**config.mk**
```make
export PLATFORM = sky130hd
export DESIGN_NAME = smc_top
export DESIGN_NICKNAME = d
export VERILOG_FILES = /design/src/core/smc_pkg.sv /design/src/core/smc_switch.sv /design/src/core/smc_top.sv
export SDC_FILE = /design/constraint.sdc
export NUM_CORES = 1
export LEC_CHECK = 0
export BUFFER_PORTS_ARGS = -buffer_cell sky130_fd_sc_hd__buf_2
export CELL_PAD_IN_SITES_DETAIL_PLACEMENT = 1
export CELL_PAD_IN_SITES_GLOBAL_PLACEMENT = 1
export CORE_ASPECT_RATIO = 1.1
export CORE_MARGIN = 5
export CORE_UTILIZATION = 43
export DETAILED_ROUTE_END_ITERATION = 12
export PLACE_DENSITY_LB_ADDON = 0.1
export SLEW_MARGIN = 20
export SYNTH_ARGS = -nofsm -noshare
export SYNTH_HDL_FRONTEND = slang
export SYNTH_SLANG_ARGS = --single-unit
export TNS_END_PERCENT = 1
```
**constraint.sdc**
```tcl
create_clock -name mclk_i -period 3.2 [get_ports mclk_i]
set_clock_uncertainty 0.05 [all_clocks]
set_input_delay 0.64 -clock mclk_i [delete_from_list [all_inputs] [get_ports mclk_i]]
set_output_delay 0.64 -clock mclk_i [all_outputs]
set_load 0.01 [all_outputs]
```
**src/core/smc_pkg.sv**
```systemverilog
// package: register map, field layout and carriers for supply monitor control
package smc_pkg;

	// register addresses on the special function register port
	localparam logic [7:0] SMC_ADDR_KEY = 8'hC1;
	localparam logic [7:0] SMC_ADDR_PIN_AND_SUPPLY_CONFIG_CFG = 8'hF4;
	localparam logic [7:0] SMC_ADDR_POLICY = 8'hF5;
	localparam logic [7:0] SMC_ADDR_FLAGS = 8'hF8;
	localparam logic [7:0] SMC_ADDR_INTPIN = 8'hFF;

	// unlock value for the interrupt-pin setup register
	localparam logic [7:0] SMC_UNLOCK_VALUE = 8'hEA;

	// event flag bit positions
	localparam int SMC_FLAG_RESTORED = 7;
	localparam int SMC_FLAG_SUMMARY = 6;
	localparam int SMC_FLAG_DIP = 5;
	localparam int SMC_FLAG_RSVD = 4;
	localparam int SMC_FLAG_INPUT_MON = 3;
	localparam int SMC_FLAG_BACKUP_MON = 2;
	localparam int SMC_FLAG_SWITCHOVER = 1;
	localparam int SMC_FLAG_INPUT_LOW = 0;

	// pin and supply config bit positions
	localparam int SMC_PC_RX_WAKE = 7;
	localparam int SMC_PC_SOURCE = 6;
	localparam int SMC_PC_SUPPLY_GOOD = 5;
	localparam int SMC_PC_LOCK_FAULT = 4;
	localparam int SMC_PC_REF_EN = 3;
	localparam int SMC_PC_RSVD = 2;
	localparam int SMC_PC_RXFN_LSB = 0;

	// reset values
	localparam logic [7:0] SMC_RST_KEY = 8'h00;
	localparam logic [7:0] SMC_RST_FLAGS = 8'h00;
	localparam logic [1:0] SMC_RST_POLICY = 2'h0;
	localparam logic [7:0] SMC_RST_INTPIN = 8'h00;
	localparam logic [1:0] SMC_RST_RXFN = 2'h0;
	localparam logic SMC_RST_SOURCE = 1'b1;
	localparam logic SMC_RST_SUPPLY_GOOD = 1'b1;

	// switchover policy codes
	localparam logic [1:0] SMC_POL_LOW_MAIN = 2'h0;
	localparam logic [1:0] SMC_POL_LOW_MAIN_INPUT = 2'h1;

	// receive pin function codes
	localparam logic [1:0] SMC_RX_GPIO = 2'h0;
	localparam logic [1:0] SMC_RX_SERIAL = 2'h1;
	localparam logic [1:0] SMC_RX_SERIAL_WAKE = 2'h3;

	// register port request from the core
	typedef struct packed {
		logic wr;
		logic rd;
		logic [7:0] addr;
		logic [7:0] wdata;
	} smc_sfr_req_s;

	// analog and system event inputs, one-cycle pulses except levels noted
	typedef struct packed {
		logic main_low;
		logic input_low_lvl;
		logic main_good;
		logic dip;
		logic input_change;
		logic input_ready;
		logic backup_low;
		logic backup_ready;
		logic lock_lost;
		logic rx_edge;
		logic deep_sleep;
		logic lock_ack;
	} smc_events_s;

	// decoded control outputs
	typedef struct packed {
		logic on_backup;
		logic ref_enable;
		logic [1:0] rx_function;
		logic summary_irq;
		logic [7:0] intpin_cfg;
	} smc_ctrl_s;

	typedef enum logic {SMC_SRC_MAIN, SMC_SRC_BACKUP} smc_src_e;

endpackage : smc_pkg

```
**src/core/smc_switch.sv**
```systemverilog
// switched-supply source selector with change events
`timescale 1ns/1ps
module smc_switch
	import smc_pkg::*;
(
	// clock and reset
	input wire logic mclk_i,
	input wire logic reset_i,
	// policy and supply conditions
	input wire logic [1:0] policy_i,
	input wire logic main_low_i,
	input wire logic input_low_i,
	// results
	output logic on_backup_o,
	output logic to_backup_o,
	output logic to_main_o
);
	import smc_pkg::*;

	typedef struct packed {
		smc_src_e src;
		logic to_backup;
		logic to_main;
	} smc_sw_state_s;

	smc_sw_state_s s_q, s_d;
	logic want_backup;

	always_comb
	begin
		s_d = s_q;
		s_d.to_backup = 1'b0;
		s_d.to_main = 1'b0;
		// policy picks the condition that moves the output to the backup cell
		case (policy_i)
			SMC_POL_LOW_MAIN: want_backup = main_low_i;
			SMC_POL_LOW_MAIN_INPUT: want_backup = main_low_i && input_low_i;
			default: want_backup = 1'b0;
		endcase
		case (s_q.src)
			SMC_SRC_MAIN:
			begin
				if (want_backup)
				begin
					s_d.src = SMC_SRC_BACKUP;
					s_d.to_backup = 1'b1;
				end
			end
			SMC_SRC_BACKUP:
			begin
				// return as soon as main is back, even if switchover got disabled
				if (!main_low_i)
				begin
					s_d.src = SMC_SRC_MAIN;
					s_d.to_main = 1'b1;
				end
			end
			default: s_d.src = SMC_SRC_MAIN;
		endcase
	end

	always_ff @(posedge mclk_i or posedge reset_i)
	begin
		if (reset_i)
			s_q <= '{src: SMC_SRC_MAIN, to_backup: 1'b0, to_main: 1'b0};
		else
			s_q <= s_d;
	end

	assign on_backup_o = (s_q.src == SMC_SRC_BACKUP);
	assign to_backup_o = s_q.to_backup;
	assign to_main_o = s_q.to_main;

endmodule : smc_switch

```
**src/core/smc_top.sv**
```systemverilog
// supply monitor control: key-protected setup, event flags, pin/supply config
`timescale 1ns/1ps
module smc_top
	import smc_pkg::*;
(
	// clock and reset
	input wire logic mclk_i,
	input wire logic reset_i,
	// special function register port
	input wire smc_pkg::smc_sfr_req_s sfr_i,
	output logic [7:0] sfr_rdata_o,
	output logic sfr_hit_o,
	// event enables held in the core's enable register
	input wire logic [7:0] event_enable_i,
	// analog and system events
	input wire smc_pkg::smc_events_s ev_i,
	// control outputs
	output smc_pkg::smc_ctrl_s ctrl_o
);
	import smc_pkg::*;

	typedef struct packed {
		logic [7:0] key;
		logic [7:0] flags;
		logic [1:0] policy;
		logic [7:0] intpin;
		logic rx_wake;
		logic lock_fault;
		logic ref_en;
		logic [1:0] rx_fn;
		logic [7:0] rdata;
		logic hit;
		logic summary_irq;
	} smc_state_s;

	smc_state_s s_q, s_d;
	logic on_backup, to_backup, to_main;
	logic [7:0] raw_events;
	logic [7:0] flag_wr_clear;
	logic summary_event;
	logic wr_flags, wr_pc, wr_policy, wr_key, wr_intpin;

	smc_switch u_switch (
		.mclk_i(mclk_i),
		.reset_i(reset_i),
		.policy_i(s_q.policy),
		.main_low_i(ev_i.main_low),
		.input_low_i(ev_i.input_low_lvl),
		.on_backup_o(on_backup),
		.to_backup_o(to_backup),
		.to_main_o(to_main)
	);

	assign wr_key = sfr_i.wr && (sfr_i.addr == SMC_ADDR_KEY);
	assign wr_flags = sfr_i.wr && (sfr_i.addr == SMC_ADDR_FLAGS);
	assign wr_pc = sfr_i.wr && (sfr_i.addr == SMC_ADDR_PIN_AND_SUPPLY_CONFIG_CFG);
	assign wr_policy = sfr_i.wr && (sfr_i.addr == SMC_ADDR_POLICY);
	assign wr_intpin = sfr_i.wr && (sfr_i.addr == SMC_ADDR_INTPIN);

	// per-flag event sources; bit 6 is derived, bit 4 has none
	always_comb
	begin
		raw_events = 8'h00;
		raw_events[SMC_FLAG_RESTORED] = to_main;
		raw_events[SMC_FLAG_DIP] = ev_i.dip;
		raw_events[SMC_FLAG_INPUT_MON] = ev_i.input_change
			|| ev_i.input_ready;
		raw_events[SMC_FLAG_BACKUP_MON] = ev_i.backup_low
			|| ev_i.backup_ready;
		raw_events[SMC_FLAG_SWITCHOVER] = to_backup;
		raw_events[SMC_FLAG_INPUT_LOW] = ev_i.input_low_lvl;
	end

	// only enabled conditions feed the summary; bit 6 enable is reserved
	assign summary_event = |(raw_events & event_enable_i
		& ~(8'h01 << SMC_FLAG_SUMMARY));

	assign flag_wr_clear = wr_flags ? ~sfr_i.wdata : 8'h00;

	always_comb
	begin
		s_d = s_q;
		if (wr_key)
			s_d.key = sfr_i.wdata;
		// key is not cleared by hardware: a left-open key leaves writes open
		if (wr_intpin && (s_q.key == SMC_UNLOCK_VALUE))
			s_d.intpin = sfr_i.wdata;
		// write-zero clears, set wins over clear in the same cycle
		s_d.flags = (s_q.flags & ~flag_wr_clear) | raw_events;
		if (summary_event)
			s_d.flags[SMC_FLAG_SUMMARY] = 1'b1;
		s_d.flags[SMC_FLAG_RSVD] = 1'b0;
		if (wr_policy)
			s_d.policy = sfr_i.wdata[1:0];
		if (wr_pc)
		begin
			s_d.ref_en = sfr_i.wdata[SMC_PC_REF_EN];
			s_d.rx_fn = sfr_i.wdata[SMC_PC_RXFN_LSB +: 2];
			if (!sfr_i.wdata[SMC_PC_RX_WAKE])
				s_d.rx_wake = 1'b0;
		end
		if (ev_i.rx_edge && ev_i.deep_sleep
			&& (s_q.rx_fn == SMC_RX_SERIAL_WAKE))
			s_d.rx_wake = 1'b1;
		if (ev_i.lock_ack)
			s_d.lock_fault = 1'b0;
		if (ev_i.lock_lost)
			s_d.lock_fault = 1'b1;
		s_d.hit = sfr_i.rd && (sfr_i.addr == SMC_ADDR_KEY
			|| sfr_i.addr == SMC_ADDR_PIN_AND_SUPPLY_CONFIG_CFG
			|| sfr_i.addr == SMC_ADDR_POLICY
			|| sfr_i.addr == SMC_ADDR_FLAGS
			|| sfr_i.addr == SMC_ADDR_INTPIN);
		s_d.rdata = 8'h00;
		if (sfr_i.rd)
		begin
			case (sfr_i.addr)
				SMC_ADDR_KEY: s_d.rdata = s_q.key;
				SMC_ADDR_FLAGS: s_d.rdata = s_q.flags;
				SMC_ADDR_POLICY: s_d.rdata = {6'h00, s_q.policy};
				SMC_ADDR_INTPIN: s_d.rdata = s_q.intpin;
				SMC_ADDR_PIN_AND_SUPPLY_CONFIG_CFG:
				begin
					s_d.rdata[SMC_PC_RX_WAKE] = s_q.rx_wake;
					s_d.rdata[SMC_PC_SOURCE] = ~on_backup;
					s_d.rdata[SMC_PC_SUPPLY_GOOD] = ev_i.main_good;
					s_d.rdata[SMC_PC_LOCK_FAULT] = s_q.lock_fault;
					s_d.rdata[SMC_PC_REF_EN] = s_q.ref_en;
					s_d.rdata[SMC_PC_RXFN_LSB +: 2] = s_q.rx_fn;
				end
				default: s_d.rdata = 8'h00;
			endcase
		end
		s_d.summary_irq = s_d.flags[SMC_FLAG_SUMMARY];
	end

	always_ff @(posedge mclk_i or posedge reset_i)
	begin
		if (reset_i)
		begin
			s_q.key <= SMC_RST_KEY;
			s_q.flags <= SMC_RST_FLAGS;
			s_q.policy <= SMC_RST_POLICY;
			s_q.intpin <= SMC_RST_INTPIN;
			s_q.rx_wake <= 1'b0;
			s_q.lock_fault <= 1'b0;
			s_q.ref_en <= 1'b0;
			s_q.rx_fn <= SMC_RST_RXFN;
			// read data idles at zero until the first read answers
			s_q.rdata <= 8'h00;
			s_q.hit <= 1'b0;
			s_q.summary_irq <= 1'b0;
		end
		else
			s_q <= s_d;
	end

	// outputs: everything except on_backup comes from this module's flops;
	// on_backup is the selector's own source flop
	assign sfr_rdata_o = s_q.rdata;
	assign sfr_hit_o = s_q.hit;
	assign ctrl_o = '{on_backup: on_backup, ref_enable: s_q.ref_en,
		rx_function: s_q.rx_fn, summary_irq: s_q.summary_irq,
		intpin_cfg: s_q.intpin};
endmodule : smc_top

```
Yosys cells after proc, flatten, opt, wreduce, memory -nomap -nowiden
Cells that the tools add are included.

word-level totals
  bits in read-only memories = 0
  bits in writable memories = 0
  output and inout bits = 22
  register bits after elaboration = 43
  memories kept = 0
  bits in latches = 0

cells by class
  $mul = 0
  reduce and logical (&&, ||, !) cells = 21
  shifts and indexed selects = 0
  eq/ne operators = 9
  bitwise logic cells = 6
  divide/modulo/power cells = 0
  multiplexer cells = 18
  $lt $le $gt $ge = 0
  add/subtract/negate cells = 0

operators by type and width
  kind                count
  $eq 8x8->1 const B  6
  $pmux 5 s4          1
  $and 8x8->8         2
  $mux 8              2
  $not 8->8           2
  $logic_and 1x1->1   10
  $mux 1              10
  $pmux 2 s5          1
  $or 8x8->8          1
  $reduce_or 7->1     1
  $logic_or 1x1->1    6
  $pmux 1 s2          2
  $reduce_bool 2->1   2
  $pmux 1 s3          1
  $eq 2x1->1 const B  1
  $eq 2x2->1 const B  1
  $logic_not 2->1     1
  $mux 2              1
  $ne 2x1->1 const B  1
  $reduce_and 2->1    1
  $not 1->1           1

Longest topological paths before layout
  depth after elaboration = 7
  mapped depth = 5

By module
Synthesis repeated with hierarchy kept, for this count alone.

second synthesis, totals
  cell total of the unflattened synthesis = 182
  area, all modules = 2128.3 sq um

by module, submodules not included
  module      cells an instance  area each (sq um)  instances  sequential area each (sq um)
  smc_top     172                2000.7             1          975.9
  smc_switch  10                 127.6              1          75.1

Worst setup path after synthesis
Ideal clock, no wire load.

  path type = input to register
  start point = in sfr_i[10] (netlist name)
  end point = reg s_q (netlist bit sfr_rdata_o[1])
  setup slack = 1.262 ns
  cell stages on the path = 5
  library setup time = 0.082 ns
  data arrival time = 1.807 ns
  cell sequence = buf_6 -> or4b_4 -> a2111oi_4 -> o21ai_2 -> a31oi_1

RTL lines
  what             RTL line       text
  start, declared  smc_top.sv:10  input wire smc_pkg::smc_sfr_req_s sfr_i,
  end, declared    smc_top.sv:36  smc_state_s s_q, s_d;

Worst setup path in the final report
  start point = in sfr_i[10] (netlist name)
  end point = reg s_q (netlist bit ctrl_o[1])

on the way
  longest elaborated chain between the ends = 3

ends and longest elaborated chain
  what               RTL line       text
  $eq 8x8->1         smc_top.sv:58  assign wr_intpin = sfr_i.wr && (sfr_i.addr == SMC_ADDR_INTPIN);
  $logic_and 1x1->1  smc_top.sv:58
  $logic_and 1x1->1  smc_top.sv:86  if (wr_intpin && (s_q.key == SMC_UNLOCK_VALUE))

No other way between the ends.
A chain may end at the register's enable or synchronous reset.

==> flow_summary.toml <==
[power_and_ir_drop]
internal_power_mw = 0.7541
power.share.clock_pct = 35.7
vdd_ir_drop_max_mv = 0.2615
seq_power_share_pct = 55.3
power_switching_mw = 0.2419
powerDensity_nw_per_um2 = 409.0
switching_share_pct = 24.29
combPwrFrac_pct = 9.0
power.leakage_nw = 1.199

[cts]
cts-root-buf = "clkbuf_8"
cts_sinks = 42
clock_path_buffers = 2
clk_pin_slew_ns = 0.08
cts-buffers-inserted = 5
clock_latency_ns = 0.29
cts_tree = "yes"
ctsHoldBuffers = 0
ctsResizeCount = 0
htree_num_levels = 2
cts_setup_buffers = 0

[drt]
viasPerCell = 5.519
drtIter0Drc = 61
vias = 1606
remaining_drc_errors = 0
ant_nets = 0
finalWirelength_microns = 5473
wire_per_inst_microns = 18.81
firstDrtPassIters = 4

[die]
num_rows = 27
die_x_microns = 77.55
ios = 62
die_area_sq_um = 6538
die_h_microns = 84.31
initial_core_util_pct = 43.76
core_sq_um = 4932

[sta]
drv_slew = 0
hold_viol_final = 0
worst_pin_slew_ns = 0.6817
fin_crit_ns = 2.070
rsz0062_at_grt = "no"
tns_ns = 0
final-setup-viol-count = 0
slew_headroom_pct = 54.50
period_share_pct = 64.69
max_freq_mhz = 483.1

[worst_setup_path]
critical_path_class = "input pin to register"
end_kind = "register"
slowest_delay_ns = 0.46
path_cells = "buf_2, nand3_1, nor3_4, nand3_2, mux2_2"
cp_slowest_cell = "nor3_4"
crit_fanout = 12
arrival_ns = 2.20
worstSetupStartpointType = "input pin"
crit_required_ns = 3.33

[global_route]
grt_max_degree = 26
grt_pass1_vias = 1813
grtUsageMet1_pct = 22.28
grt.busiest_layer = "met2"
antenna_found_initial = 0
grt_pass1_wl_microns = 9308
grt_use_met3_pct = 5.043
overflow = 0
met2_usage_pct = 29.48
grt_usage_pct = 17.95

[synthesis]
synth_seq_cells = 42
ys_seq_area_share_pct = 48.70
synth.distinct_cells = 42
avgSynthCellArea_sq_um = 11.30
ys_warn_count = 0
syn_nets = 231
syn_inst = 191
synth_area_sq_um = 2158

[cells_and_area]
multi_input_comb_area_sq_um = 898.4
nets = 272
syn2layout_area_growth_pct = 12.81
fillers = 561
antenna_cells = 0
fin_area_sq_um = 2435
final_cell_mix = "buf_2 (59), dfrtp_1 (42), mux2_2 (14), nand2_1 (14), o21ai_0 (11)"
drive_gt1_share_pct = 39.91
final_common_cell = "buf_2"
seq_area_sq_um = 1051
fin_util_pct = 49.37

[status]
status = "complete, no violations"

[run]
cap_violations = 0

[placement]
gp_routability_congestion = 0.7949
dpl-instance-area_sq_um = 2344
hpwl_microns = 4219
portBuffers = 59

[hold_path]
hold_class = "input pin to async pin"
kinds of logic (layout without fill, tap and decap cells):
| family | Yosys count | in the layout | synth area share (%) |
|---|---|---|---|
| DFF | 42 | 42 | 48.70 |
| and+or+nand+nor | 58 | 58 | 17.22 |
| muxes | 21 | 21 | 10.96 |
| buffers and inverters | 31 | 73 | 9.681 |
| AOI/OAI and AO/OA | 39 | 39 | 13.45 |
synth_stat cells:
master     instances  area, sq um
and3_2             1        7.510
or3_2              1        7.510
and4bb_1           1        12.51
a21boi_0           6        45.04
and4b_2            2        22.52
o21ai_0           11        55.05
or4b_4             1        13.76
nor4_2             1        12.51
o21a_1             1        7.510
nor2b_1            1        6.260
nand3_1            9        45.04
a31oi_1            1        6.260
o21ai_2            1        8.760
clkbuf_1           1        3.750
buf_2              2        10.01
nor2_1             5        18.77
nor3_4             1        16.27
dfrtp_1           42         1051
nand2_4            1        11.26
a311o_1            1        10.01
a2111oi_4          1        27.53
mux2_1             7        78.83
inv_1              5        18.77
nand3b_1           3        22.52
mux2_2            14        157.7
nand2_1           14        52.55
nand4b_1           1        8.760
and2_1             2        12.51
a211oi_1           1        7.510
and4bb_2           1        12.51
a21o_1             1        7.510
nor3b_1            2        15.01
nand4_1            4        25.02
a22o_1             6        52.55
a22oi_1            7        52.55
nor3_1             1        5.000
buf_6              1        11.26
and3b_1            1        8.760
buf_4             22        165.2
nand3_2            1        10.01
a21oi_1            2        10.01
nand2b_1           4        25.02
power groups by stage:
stage,clock [mW],sequential [mW],combinational (mW)
5_1_grt,0.390,0.552,0.101
6_report,0.355,0.551,0.0896
3_3_place_gp,0,0.561,0.0864
4_1_cts,0.365,0.551,0.0916
3_5_place_dp,0,0.562,0.0910
2_1_floorplan,0,0.558,0.0489
flip-flops by register name (all words and copies together) (netlist names):
signal	cells
u_switch.to_main_o	1
ctrl_o	11
s_q	19
u_switch.to_backup_o	1
u_switch.on_backup_o	1
sfr_rdata_o	8
sfr_hit_o	1
metal layers:
layer  vias up  wire [microns]
met5         -               0
met4         0              74
met3         8             346
met2        54            2637
met1       788            2415
li1        756               -
stage by stage:
step | power, mW | hold slack, ns | worst slack [ns] | cells
after floorplan | 0.6068 | 0.3851 | 1.262 | 191
after global placement | 0.6474 | 0.4188 | 0.8433 | 283
after detailed placement | 0.6528 | 0.4278 | 0.7975 | 283
after CTS | 1.007 | 0.4138 | 1.112 | 291
after global routing | 1.043 | 0.4624 | 1.114 | 291
final | 0.9960 | 0.3865 | 1.130 | 291
worst paths after layout:
check | startpoint | end | slack [ns] | depth (start not counted)
max in group asynchronous | reset_i | ctrl_o[0] | 1.93 | 3
max reg2reg | s_q[33] | ctrl_o[1] | 1.68 | 4
min in group mclk_i | s_q[13] | s_q[13] | 0.44 | 1
min reg2reg | s_q[13] | s_q[13] | 0.44 | 1
min | reset_i | s_q[35] | 0.39 | 2
max | sfr_i[10] | ctrl_o[1] | 1.13 | 5
worst max-delay path, delay by kind of cell:
| family | cells | cell delay [ns] |
|---|---|---|
| muxes | 1 | 0.37 |
| buffers and inverters | 1 | 0.20 |
| and+or+nand+nor | 3 | 0.99 |
cell type report:
type / count / area share [%]
tap: 58 / 2.980
inverter: 5 / 0.7708
sequential: 42 / 43.17
clock buffer: 7 / 3.546
clock inverter: 1 / 0.2055
timing repair buffer: 60 / 12.44
multi-input combinational: 118 / 36.90
Note: power is estimated with default switching activity, not from simulation.
